## src/verilog/temp_sensor_params.svh

```systemverilog
`ifndef TEMP_SENSOR_PARAMS_SVH
`define TEMP_SENSOR_PARAMS_SVH
`define PTR_TEMPERATURE 2'h0
`define PTR_CONFIGURATION 2'h1
`define PTR_UPPER_LIMIT 2'h2
`define PTR_LOWER_LIMIT 2'h3
`define CFG_POWERDOWN 7
`define CFG_FILTER 6
`define CFG_ALERT_DISABLE 5
`define CFG_ALERT_POLARITY 4
`define CFG_ALERT_RESET 3
`define CFG_ONE_SHOT 2
`define CFG_RESET 8'h40
`define UPPER_RESET 8'h7F
`define LOWER_RESET 8'h80
`define ADDR_FIXED 4'h9
`define FILTER_LEN 3
`endif

```

## src/verilog/temp_sensor_pkg.sv

```systemverilog
package temp_sensor_pkg;
  typedef enum logic [4:0] {
    ST_IDLE = 5'h01,
    ST_ADDR = 5'h02,
    ST_WRITE = 5'h04,
    ST_READ = 5'h08,
    ST_IGNORE = 5'h10
  } bus_state_t;
endpackage

```

## src/verilog/line_sync.sv

```systemverilog
`timescale 1ns/1ps
`include "temp_sensor_params.svh"
// Three-stage synchroniser with an optional glitch filter behind it.
module line_sync (
  // Clock and reset
  input wire logic clk,
  input wire logic sys_rst,
  // Line
  input wire logic line_in,
  input wire logic filter_en,
  output logic line_out
);
  logic s1_r;
  logic s2_r;
  logic s3_r;
  logic [`FILTER_LEN-1:0] hist_r;
  logic out_r;

  always_ff @(posedge clk) begin
    if (sys_rst) begin
      s1_r <= 1'b1;
      s2_r <= 1'b1;
      s3_r <= 1'b1;
      hist_r <= '1;
      out_r <= 1'b1;
    end else begin
      s1_r <= line_in;
      s2_r <= s1_r;
      s3_r <= s2_r;
      hist_r <= {hist_r[`FILTER_LEN-2:0], s3_r};
      if (s2_r == s3_r) begin
        if (!filter_en) begin
          out_r <= s3_r;
        end else if (&{hist_r, s3_r} || ~|{hist_r, s3_r}) begin
          out_r <= s3_r;
        end
      end
    end
  end

  assign line_out = out_r;
endmodule

```

## src/verilog/temp_sensor_i2c_register_slave.sv

```systemverilog
`timescale 1ns/1ps
`include "temp_sensor_params.svh"
// Function
// - Eight-bit read/write configuration register at pointer one.
// - Bit seven set means full power-down; serial interface keeps running.
// - Bit six clear bypasses line glitch filtering; set keeps it.
// - Bit five set holds the over-temperature output inactive.
// - Bit four picks output polarity: zero low-active, one high-active.
// - Writing one to bit three clears the alert; reads zero.
// - Writing one to bit two starts one conversion; reads zero.
// - One-shot in power-down does one conversion, then stays powered down.
// - Read-only ten-bit two's-complement temperature at pointer zero, two bytes.
// - First byte holds upper eight bits; second byte bits seven, six.
// - Second byte bit five alert, four above, three below, rest zero.
// - Above-limit flag sets on exceed, clears on second byte read.
// - Below-limit flag sets under limit, clears on second byte read.
// - Upper limit register at pointer two; alert fires above it.
// - Lower limit register at pointer three; alert clears below it.
// - Bus address upper four bits 1001, lower bits from select pin.
// - After START shift in seven address bits and direction bit.
// - Matching address is acknowledged on the ninth clock.
// - Direction is fixed per transfer; a new START changes it.
// - Pointer-only write updates the pointer and no data register.
// - Reset gives pointer zero, limits 7F and 80, config 40.
// - Only the two pointer LSBs select a register.
// - Repeated reads use the stored pointer.
// - A result arriving during a serial access is discarded.
module temp_sensor_i2c_register_slave #(
  parameter logic [2:0] ADDR_LOW = 3'h0
) (
  // Clock and reset
  input wire logic clk,
  input wire logic sys_rst,
  // Two-wire bus
  input wire logic scl_in,
  input wire logic sda_in,
  output logic sda_out,
  output logic sda_oe_n,
  // Address selection
  input wire logic [1:0] address_select_pin,
  // Converter
  input wire logic result_valid,
  input wire logic [9:0] result_value,
  output logic conv_start,
  output logic powered_down,
  // Over-temperature output
  output logic alert_out
);
  logic scl_s;
  logic sda_s;
  logic scl_d_r;
  logic sda_d_r;
  logic [7:0] cfg_r;
  logic [7:0] upper_limit_r;
  logic [7:0] lower_limit_r;
  logic [9:0] temp_r;
  logic [1:0] ptr_r;
  logic above_limit_flag_r;
  logic below_limit_flag_r;
  logic alert_r;
  logic alert_out_r;
  logic sda_oe_n_r;
  logic conv_start_r;
  logic pd_r;
  logic busy_conv_r;
  temp_sensor_pkg::bus_state_t state_r;
  logic [3:0] bit_cnt_r;
  logic [7:0] shift_r;
  logic [7:0] tx_r;
  logic byte_idx_r;
  logic got_ptr_r;
  logic rd_second_r;
  logic acking_r;
  logic start_ev;
  logic stop_ev;
  logic scl_rise;
  logic scl_fall;
  logic [6:0] own_addr;
  logic wr_byte;
  logic [7:0] wr_data;
  logic above_now;
  logic below_now;
  logic [7:0] rd_byte;
  logic result_take;
  logic sda_out_r;

  line_sync scl_sync (
    .clk(clk),
    .sys_rst(sys_rst),
    .line_in(scl_in),
    .filter_en(cfg_r[`CFG_FILTER]),
    .line_out(scl_s)
  );
  line_sync sda_sync (
    .clk(clk),
    .sys_rst(sys_rst),
    .line_in(sda_in),
    .filter_en(cfg_r[`CFG_FILTER]),
    .line_out(sda_s)
  );

  always_ff @(posedge clk) begin
    if (sys_rst) begin
      scl_d_r <= 1'b1;
      sda_d_r <= 1'b1;
    end else begin
      scl_d_r <= scl_s;
      sda_d_r <= sda_s;
    end
  end

  assign scl_rise = scl_s && !scl_d_r;
  assign scl_fall = !scl_s && scl_d_r;
  assign start_ev = scl_s && scl_d_r && sda_d_r && !sda_s;
  assign stop_ev = scl_s && scl_d_r && !sda_d_r && sda_s;
  // The two-bit select pin, XORed with ADDR_LOW, picks one of four low three-bit codes.
  assign own_addr = {`ADDR_FIXED, ADDR_LOW[2] ^ address_select_pin[1],
    ADDR_LOW[1:0] ^ address_select_pin};

  // Byte engine: samples data on SCL rise, drives on SCL fall.
  always_ff @(posedge clk) begin
    if (sys_rst) begin
      state_r <= temp_sensor_pkg::ST_IDLE;
      bit_cnt_r <= 4'h0;
      shift_r <= 8'h00;
      byte_idx_r <= 1'b0;
      got_ptr_r <= 1'b0;
      acking_r <= 1'b0;
      sda_oe_n_r <= 1'b1;
      tx_r <= 8'h00;
    end else if (start_ev) begin
      state_r <= temp_sensor_pkg::ST_ADDR;
      bit_cnt_r <= 4'h0;
      acking_r <= 1'b0;
      sda_oe_n_r <= 1'b1;
    end else if (stop_ev) begin
      state_r <= temp_sensor_pkg::ST_IDLE;
      sda_oe_n_r <= 1'b1;
    end else begin
      if (scl_rise && bit_cnt_r < 4'h8) begin
        shift_r <= {shift_r[6:0], sda_s};
        bit_cnt_r <= 4'(bit_cnt_r + 4'h1);
      end else if (scl_rise && bit_cnt_r == 4'h8) begin
        bit_cnt_r <= 4'h9;
        if (state_r == temp_sensor_pkg::ST_READ && sda_s) begin
          state_r <= temp_sensor_pkg::ST_IGNORE;
        end
      end
      if (scl_fall && bit_cnt_r == 4'h8) begin
        case (state_r)
          temp_sensor_pkg::ST_ADDR: begin
            if (shift_r[7:1] == own_addr) begin
              sda_oe_n_r <= 1'b0;
              acking_r <= 1'b1;
              byte_idx_r <= 1'b0;
              got_ptr_r <= 1'b0;
              tx_r <= rd_byte;
              state_r <= shift_r[0] ? temp_sensor_pkg::ST_READ
                : temp_sensor_pkg::ST_WRITE;
            end else begin
              state_r <= temp_sensor_pkg::ST_IGNORE;
            end
          end
          temp_sensor_pkg::ST_WRITE: begin
            sda_oe_n_r <= 1'b0;
            acking_r <= 1'b1;
            got_ptr_r <= 1'b1;
          end
          temp_sensor_pkg::ST_READ: begin
            sda_oe_n_r <= 1'b1;
          end
          default: begin
            sda_oe_n_r <= 1'b1;
          end
        endcase
      end else if (scl_fall && bit_cnt_r == 4'h9) begin
        bit_cnt_r <= 4'h0;
        acking_r <= 1'b0;
        if (state_r == temp_sensor_pkg::ST_READ) begin
          if (!acking_r) begin
            byte_idx_r <= 1'b1;
            tx_r <= {temp_r[1:0], alert_r, above_limit_flag_r,
              below_limit_flag_r, 3'h0};
          end
          sda_oe_n_r <= acking_r ? tx_r[7] : 1'b1;
          tx_r <= acking_r ? {tx_r[6:0], 1'b0} : rd_byte;
          if (!acking_r) begin
            sda_oe_n_r <= byte_idx_r ? rd_byte[7] : temp_r[1];
            tx_r <= byte_idx_r ? {rd_byte[6:0], 1'b0}
              : {temp_r[0], alert_r, above_limit_flag_r,
                below_limit_flag_r, 4'h0};
          end
        end else begin
          sda_oe_n_r <= 1'b1;
        end
      end else if (scl_fall && state_r == temp_sensor_pkg::ST_READ) begin
        sda_oe_n_r <= tx_r[7];
        tx_r <= {tx_r[6:0], 1'b0};
      end
    end
  end

  // Read data is open drain: a one releases the line.
  always_ff @(posedge clk) begin
    if (sys_rst) begin
      rd_second_r <= 1'b0;
    end else begin
      rd_second_r <= scl_fall && bit_cnt_r == 4'h9 && !acking_r
        && state_r == temp_sensor_pkg::ST_READ && !byte_idx_r
        && ptr_r == `PTR_TEMPERATURE;
    end
  end

  // Byte read is the pointed register; temperature gives its upper part.
  always_comb begin
    case (ptr_r)
      `PTR_TEMPERATURE: rd_byte = temp_r[9:2];
      `PTR_CONFIGURATION: rd_byte = {cfg_r[7:4], 2'h0, cfg_r[1:0]};
      `PTR_UPPER_LIMIT: rd_byte = upper_limit_r;
      `PTR_LOWER_LIMIT: rd_byte = lower_limit_r;
      default: rd_byte = 8'h00;
    endcase
  end

  assign wr_byte = scl_fall && bit_cnt_r == 4'h8
    && state_r == temp_sensor_pkg::ST_WRITE;
  assign wr_data = shift_r;

  always_ff @(posedge clk) begin
    if (sys_rst) begin
      ptr_r <= `PTR_TEMPERATURE;
    end else if (wr_byte && !got_ptr_r) begin
      ptr_r <= wr_data[1:0];
    end
  end

  // Self-clearing bits three and two are never stored.
  always_ff @(posedge clk) begin
    if (sys_rst) begin
      cfg_r <= `CFG_RESET;
      upper_limit_r <= `UPPER_RESET;
      lower_limit_r <= `LOWER_RESET;
    end else if (wr_byte && got_ptr_r) begin
      case (ptr_r)
        `PTR_CONFIGURATION: cfg_r <= {wr_data[7:4], 2'h0, wr_data[1:0]};
        `PTR_UPPER_LIMIT: upper_limit_r <= wr_data;
        `PTR_LOWER_LIMIT: lower_limit_r <= wr_data;
        default: cfg_r <= cfg_r;
      endcase
    end
  end

  // Conversion control; the serial side keeps running in power-down.
  always_ff @(posedge clk) begin
    if (sys_rst) begin
      conv_start_r <= 1'b0;
      busy_conv_r <= 1'b0;
      pd_r <= 1'b0;
    end else begin
      conv_start_r <= wr_byte && got_ptr_r && ptr_r == `PTR_CONFIGURATION
        && wr_data[`CFG_ONE_SHOT];
      if (conv_start_r) begin
        busy_conv_r <= 1'b1;
      end else if (result_valid) begin
        busy_conv_r <= 1'b0;
      end
      pd_r <= cfg_r[`CFG_POWERDOWN] && !busy_conv_r && !conv_start_r;
    end
  end

  // Results during any serial access are dropped to avoid torn reads.
  assign result_take = result_valid
    && state_r == temp_sensor_pkg::ST_IDLE;
  assign above_now = $signed(result_value[9:2]) > $signed(upper_limit_r);
  assign below_now = $signed(result_value[9:2]) < $signed(lower_limit_r);

  always_ff @(posedge clk) begin
    if (sys_rst) begin
      temp_r <= 10'h000;
    end else if (result_take) begin
      temp_r <= result_value;
    end
  end

  // Set wins over the read clear.
  always_ff @(posedge clk) begin
    if (sys_rst) begin
      above_limit_flag_r <= 1'b0;
      below_limit_flag_r <= 1'b0;
    end else begin
      above_limit_flag_r <= (result_take && above_now)
        || (above_limit_flag_r && !rd_second_r);
      below_limit_flag_r <= (result_take && below_now)
        || (below_limit_flag_r && !rd_second_r);
    end
  end

  always_ff @(posedge clk) begin
    if (sys_rst) begin
      alert_r <= 1'b0;
    end else if (cfg_r[`CFG_ALERT_DISABLE]) begin
      alert_r <= 1'b0;
    end else if (result_take && above_now) begin
      alert_r <= 1'b1;
    end else if (result_take && below_now) begin
      alert_r <= 1'b0;
    end else if (wr_byte && got_ptr_r && ptr_r == `PTR_CONFIGURATION
        && wr_data[`CFG_ALERT_RESET]) begin
      alert_r <= 1'b0;
    end
  end

  always_ff @(posedge clk) begin
    if (sys_rst) begin
      alert_out_r <= 1'b1;
    end else begin
      alert_out_r <= alert_r ~^ cfg_r[`CFG_ALERT_POLARITY];
    end
  end

  // The data pin is open drain, so its driven level is always low.
  always_ff @(posedge clk) begin
    if (sys_rst) begin
      sda_out_r <= 1'b0;
    end else begin
      sda_out_r <= 1'b0;
    end
  end

  assign sda_out = sda_out_r;
  assign sda_oe_n = sda_oe_n_r;
  assign conv_start = conv_start_r;
  assign powered_down = pd_r;
  assign alert_out = alert_out_r;
endmodule

```

## config.mk

```make
export PLATFORM = sky130hd
export DESIGN_NAME = temp_sensor_i2c_register_slave
export DESIGN_NICKNAME = d
export VERILOG_FILES = /design/src/verilog/temp_sensor_pkg.sv /design/src/verilog/line_sync.sv /design/src/verilog/temp_sensor_i2c_register_slave.sv
export VERILOG_INCLUDE_DIRS = /design/src /design/src/verilog
export SDC_FILE = /design/constraint.sdc
export NUM_CORES = 1
export LEC_CHECK = 0
export ABC_AREA = 0
export BUFFER_PORTS_ARGS = -buffer_cell sky130_fd_sc_hd__buf_2
export CORE_MARGIN = 3
export CORE_UTILIZATION = 50
export CTS_BUF_LIST = sky130_fd_sc_hd__clkbuf_4 sky130_fd_sc_hd__clkbuf_8 sky130_fd_sc_hd__clkbuf_16
export CTS_CLUSTER_DIAMETER = 120
export DETAILED_ROUTE_END_ITERATION = 7
export HOLD_SLACK_MARGIN = 0.05
export PLACE_DENSITY_LB_ADDON = 0.2
export REMOVE_ABC_BUFFERS = 1
export SYNTH_ARGS = -nofsm -noshare
export SYNTH_HDL_FRONTEND = slang
export SYNTH_SLANG_ARGS = --single-unit
```

## constraint.sdc

```tcl
create_clock -name clk -period 1.75 [get_ports clk]
set_clock_uncertainty 0.1 [all_clocks]
set_input_delay 0 -clock clk [delete_from_list [all_inputs] [get_ports clk]]
set_output_delay 0 -clock clk [all_outputs]
set_load 0.02 [all_outputs]
```

# Word-level counts from Yosys, hierarchy flattened

Index checks and enable logic that the tools add are counted.

Multiplexer cells: 49
Magnitude comparators: 3
Bitwise logic cells: 3
Add/subtract/negate cells: 1
Reductions and logical operators: 71
Equal/unequal tests: 21

Operators with widths:

| kind                                                   | count |
|---|---|
| 2-to-1 mux 8 bit                                       | 8 |
| one-hot mux 8 bit (4 select lines)                     | 1 |
| logical AND 1 bit                                      | 30 |
| 2-to-1 mux 5 bit                                       | 6 |
| 2-to-1 mux 1 bit                                       | 24 |
| 2-to-1 mux 4 bit                                       | 5 |
| zero test 1 bit                                        | 12 |
| AND reduction 2 bit                                    | 6 |
| AND reduction 4 bit                                    | 3 |
| == test 4 bit (second input constant)                  | 2 |
| > comparator 8 bit                                     | 1 |
| less-than comparator 8 bit                             | 1 |
| inequality test 2 x 1 -> 1 bit (second input constant) | 4 |
| nonzero test 2 bit                                     | 4 |
| OR reduction 4 bit                                     | 2 |
| == test 7 bit                                          | 1 |
| AND reduction 7 bit                                    | 1 |
| inequality test 3 x 1 -> 1 bit (second input constant) | 2 |
| one-hot mux 1 bit (2 select lines)                     | 3 |
| AND reduction 6 bit                                    | 1 |
| nonzero test 3 bit                                     | 2 |
| == test 5 x 1 -> 1 bit (second input constant)         | 1 |
| == test 5 x 2 -> 1 bit (second input constant)         | 1 |
| == test 5 x 3 -> 1 bit (second input constant)         | 1 |
| other kinds (17)                                       | 26 |

Flip-flop bits (word level): 87
Logic and storage cells: 182
Output and inout bits: 5

# Logic depth before layout (Yosys ltp)

Depth in word-level cells: 10
Depth in mapped cells: 8
Mapped depth without buffers: 7

# Hierarchy

From an unflattened synthesis, not the netlist that was laid out.

Cell total of the unflattened synthesis: 472
Area total of the unflattened synthesis: 4,350.4 um2

By module, submodules not included:

| module                         | times used | cells an instance | area an instance (um2) |
|---|---|---|---|
| temp_sensor_i2c_register_slave | 1          | 432               | 3,907.5 |
| line_sync                      | 2          | 20                | 221.5 |

# Worst setup path before layout

Ideal clock, no wire load.

Path type: register to register
Start point: reg scl_sync.out_r (netlist: scl_sync.line_out)
End point: reg upper_limit_r[4]
Arrival: 1.694 ns
Setup slack: -0.163 ns
Stages on the path, launching flop included: 9
Path buffers: 3
Cell sequence: dfxtp_1 > buf_2 > and4bb_1 > buf_4 > nand4_2 > nor3_4 > buf_4 > nor2_1 > a211o_1

Cells in the longest elaborated chain, start to end: 6

Ends and longest elaborated chain:

| what                                 | RTL line                              | source |
|---|---|---|
| start: declaration                   | line_sync.sv:17                       | `logic out_r;` |
| start signal: assignment             | line_sync.sv:33                       | `out_r <= s3_r;` |
| start signal: assignment             | line_sync.sv:35                       | `out_r <= s3_r;` |
| zero test 1 bit                      | temp_sensor_i2c_register_slave.sv:113 | `assign scl_fall = !scl_s && scl_d_r;` |
| logical AND 1 bit                    | temp_sensor_i2c_register_slave.sv:113 |  |
| logical AND 1 bit                    | temp_sensor_i2c_register_slave.sv:225 | `assign wr_byte = scl_fall && bit_cnt_r == 4'h8` |
| logical AND 1 bit                    | temp_sensor_i2c_register_slave.sv:226 | `&& state_r == temp_sensor_pkg::ST_WRITE;` |
| logical AND 1 bit                    | temp_sensor_i2c_register_slave.sv:243 | `end else if (wr_byte && got_ptr_r) begin` |
| AND reduction 2 bit (no source line) | n/a                                   |  |
| end signal: assignment               | temp_sensor_i2c_register_slave.sv:241 | `` upper_limit_r <= `UPPER_RESET; `` |
| end signal: assignment               | temp_sensor_i2c_register_slave.sv:246 | `` `PTR_UPPER_LIMIT: upper_limit_r <= wr_data; `` |
| end: declaration                     | temp_sensor_i2c_register_slave.sv:54  | `logic [7:0] upper_limit_r;` |

No other way between the ends.
A chain may end at the register's enable or synchronous reset.

# Final worst setup path

Start point: reg ptr_r[1]
End point: reg sda_oe_n_r (netlist: sda_oe_n)

Cells in the longest elaborated chain, start to end: 7
Elaborated cells on any way between the ends: 10
Classes of those cells: eq/ne: 3; mux: 6; reduce/logical: 1

Ends and longest elaborated chain:

| what                                   | RTL line                              | source |
|---|---|---|
| start: declaration                     | temp_sensor_i2c_register_slave.sv:57  | `logic [1:0] ptr_r;` |
| start signal: assignment               | temp_sensor_i2c_register_slave.sv:231 | `` ptr_r <= `PTR_TEMPERATURE; `` |
| start signal: assignment               | temp_sensor_i2c_register_slave.sv:233 | `ptr_r <= wr_data[1:0];` |
| == test 2 bit (tied with other cells)  | temp_sensor_i2c_register_slave.sv:216 | `case (ptr_r)` |
| one-hot mux 8 bit (4 select lines) (*) | temp_sensor_i2c_register_slave.sv:216 |  |
| 2-to-1 mux 1 bit (*)                   | temp_sensor_i2c_register_slave.sv:188 | `sda_oe_n_r <= byte_idx_r ? rd_byte[7] : temp_r[1];` |
| 2-to-1 mux 1 bit (*)                   | temp_sensor_i2c_register_slave.sv:187 | `if (!acking_r) begin` |
| 2-to-1 mux 1 bit (*)                   | temp_sensor_i2c_register_slave.sv:179 | `if (state_r == temp_sensor_pkg::ST_READ) begin` |
| 2-to-1 mux 1 bit (*)                   | temp_sensor_i2c_register_slave.sv:176 | `end else if (scl_fall && bit_cnt_r == 4'h9) begin` |
| 2-to-1 mux 1 bit (*)                   | temp_sensor_i2c_register_slave.sv:149 | `if (scl_fall && bit_cnt_r == 4'h8) begin` |
| end signal: assignment                 | temp_sensor_i2c_register_slave.sv:185 | `sda_oe_n_r <= acking_r ? tx_r[7] : 1'b1;` |
| end signal: assignment                 | temp_sensor_i2c_register_slave.sv:188 |  |
| end signal: assignment                 | temp_sensor_i2c_register_slave.sv:197 | `sda_oe_n_r <= tx_r[7];` |
| end: declaration                       | temp_sensor_i2c_register_slave.sv:62  | `logic sda_oe_n_r;` |

Mark *: on every way between the ends. The rest lies on a longest branch, timed or not.

==> results.yml <==
clocking:
  ctsLongestPathBuffers: 2
  clk_pin_slew_ps: 100
  cts_tree: "built"
  cts-htree-levels: 3
  cts_root_buffer: "clkbuf_8"
  clock_latency_ps: 360
  cts_buffers: 9
  clock_sinks: 87
sta:
  worst_slack_ps: -53.3
  finalCriticalPeriod_ps: 1800
  hold_viol: 0
  finalSetupTns_ps: -208
  finalSetupViolations: 6
  period_share_pct: 103
  worst_pin_slew_ps: 509
  rsz0062_at_grt: "true"
  slew_headroom_pct: 65.9
  fmax_ghz: 0.555
  slew_viol_final: 0
power_and_ir_drop:
  p_clk_share_pct: 41.3
  p_switching_mw: 0.894
  p_per_area_nw_per_um2: 717
  switching_share_pct: 23.3
  intPower_mw: 2.94
  leakagePower_nw: 2.15
  ir_drop_mv: 0.511
  p_seq_share_pct: 52.7
  share_comb_of_total_power_pct: 6.0
grt:
  top_usage_layer: "met2"
  grt_pass1_vias: 3608
  grtUsageTotal_pct: 22.4
  grt_pass1_wl_mm: 17.3
  overflow: 0
  antenna_found_initial: 0
  grt_max_degree: 36
  use_met1_pct: 29.3
  globalRouteMet3Util_pct: 4.16
  use_met2_pct: 37.8
worst_setup_path:
  r2r_slack_ps: -50
  start_kind: "flop"
  cp-end-kind: "flop"
  path_class: "flop to flop"
  worst-path-max-fanout: 2
  required_ps: 1870
  arrival_ps: 1920
drt:
  totalWireLength_mm: 10.5
  vias: 3621
  vias_per_cell: 5.58
  wl_per_cell_um: 16.2
  drt_iter0_drc: 193
  dr.pass1.iters: 4
  drc: 0
  ant_nets: 0
layout:
  antennaDiodeCount: 0
  final_core_util_pct: 67.7
  layout_common_cells: "dfxtp_1, buf_4, nor2_1"
  final_common_cell: "dfxtp_1"
  area_delta_synth_final_pct: 28.5
  layout.nets: 577
  drive_gt1_share_pct: 28.5
synthesis:
  ys_types: 55
  synth_area_per_cell_um2: 9.01
  netlist_area_um2: 4160
  yosysWarnings: 0
  synth_flop_cell: "dfxtp_1"
  async_flop_share_pct: 0
  synth-edff-count: 0
  synthCells: 461
  ys_seq_area_share_pct: 41.9
  synth-seq-cells: 87
die:
  dieArea_um2: 9440
  core_area_um2: 7890
  fp-row-count: 32
  start_util_pct: 52.7
  die_x_um: 97.2
  top_level_ports: 22
  die_h_um: 97.2
place:
  place.gp.congestion: 0.850
  io_buffers: 20
  dp_hpwl_mm: 7.53
outcome:
  violations: "negative setup slack"
  status: "finished with violations"
run:
  max_cap_viol_count: 0
min_path:
  hp-class: "input port to flop"
synth_stat cells, types with 6 or more instances:
master / n / area, um^2
nor3_1: 9 / 45.0
o211ai_1: 9 / 67.6
ha_1: 18 / 225
nand2b_1: 10 / 62.6
nand3_1: 11 / 55.1
nor2_1: 55 / 206
or2_2: 15 / 93.8
buf_2: 8 / 40.0
mux2i_1: 29 / 290
dfxtp_1: 87 / 1740
inv_1: 27 / 101
a21oi_1: 31 / 155
a211oi_1: 7 / 52.6
nand2_1: 28 / 105
o21ai_0: 14 / 70.1
mux4_2: 6 / 135
a22oi_1: 6 / 45.0
clkbuf_1: 17 / 63.8
nor2b_1: 6 / 37.5
final timing paths:
kind                                                 end                      from  cells after the start
worst max register to register     sda_oe_n$_SDFFE_PP1P_     ptr_r[1]$_SDFFE_PP0P_                      5
worst max-delay path               sda_oe_n$_SDFFE_PP1P_     ptr_r[1]$_SDFFE_PP0P_                      5
worst min register to register  sda_sync.s2_r$_SDFF_PP1_  sda_sync.s1_r$_SDFF_PP1_                      1
worst min-delay path               acking_r$_SDFFE_PP0P_     address_select_pin[0]                      7
power groups by stage:
stage,registers (mW),logic (mW),clock network [mW]
floorplan,2.06,0.101,0
global placement,2.07,0.193,0
detailed placement,2.07,0.198,0
CTS,2.02,0.225,1.62
global route,2.02,0.253,1.70
finish,2.02,0.230,1.58
cell type report:
type	instances	area [um^2]
fill	614	2550
sequential	87	1760
inverter	27	101
tap	102	128
clock inverter	7	104
timing repair buffer	97	787
multi-input combinational	320	2340
clock buffer	9	124
registers in the layout, indices dropped and copies added (netlist names), 3 cells and up:
name / flops
sda_sync.hist_r: 3
upper_limit_r: 8
bit_cnt_r: 4
shift_r: 8
cfg_r: 6
state_r: 5
scl_sync.hist_r: 3
lower_limit_r: 8
temp_r: 10
tx_r: 8
what timing repair did:
item | CTS | global route
buffers inserted | 3 | 2
hold buffers | 14 | 0
endpoints found under the hold margin | 35 | 0
setup endpoints to repair | 34 | 45
gates cloned | 1 | 0
resized for setup | 26 | 16
pin swaps | 10 | 9
logic make-up (layout without fill, tap and decap cells):
group                    Yosys count  in the layout  share of synthesized area [%]
multiplexers                      37             37                           10.8
other                              1              1                         0.0902
flip-flops                        87             87                           41.9
adder cells (fa/ha/maj)           18             18                           5.42
AO/OA/AOI/OAI                     97             97                           15.3
AND/OR/NAND/NOR                  162            163                           20.2
buffers and inverters             55            140                           5.48
XOR/XNOR                           4              4                          0.843
through the flow:
step	std cells	area, um^2	power, mW	hold slack, ps	setup WS, ps
finish	649	5340	3.83	204	-53.3
CTS	647	5270	3.86	179	-28.8
global route	649	5340	3.98	262	-172
floorplan	433	4030	2.16	-30.9	-969
detailed placement	613	4760	2.27	84.1	-409
global placement	613	4760	2.26	83.8	-319
critical path, cell delays in order (launching register included):
cell and delay, ps:
dfxtp_2 350, mux4_2 540, a211o_1 340, a21oi_2 120, o211a_1 140, o21ai_0 70
layer usage:
| layer | share of wire (%) | routed length (um) |
|---|---|---|
| met1 | 45 | 4770 |
| met2 | 49 | 5110 |
| met3 | 4.3 | 456 |
| met4 | 1.6 | 170 |
| met5 | 0 | 0 |
No activity file was read; power rests on OpenSTA's default activity.
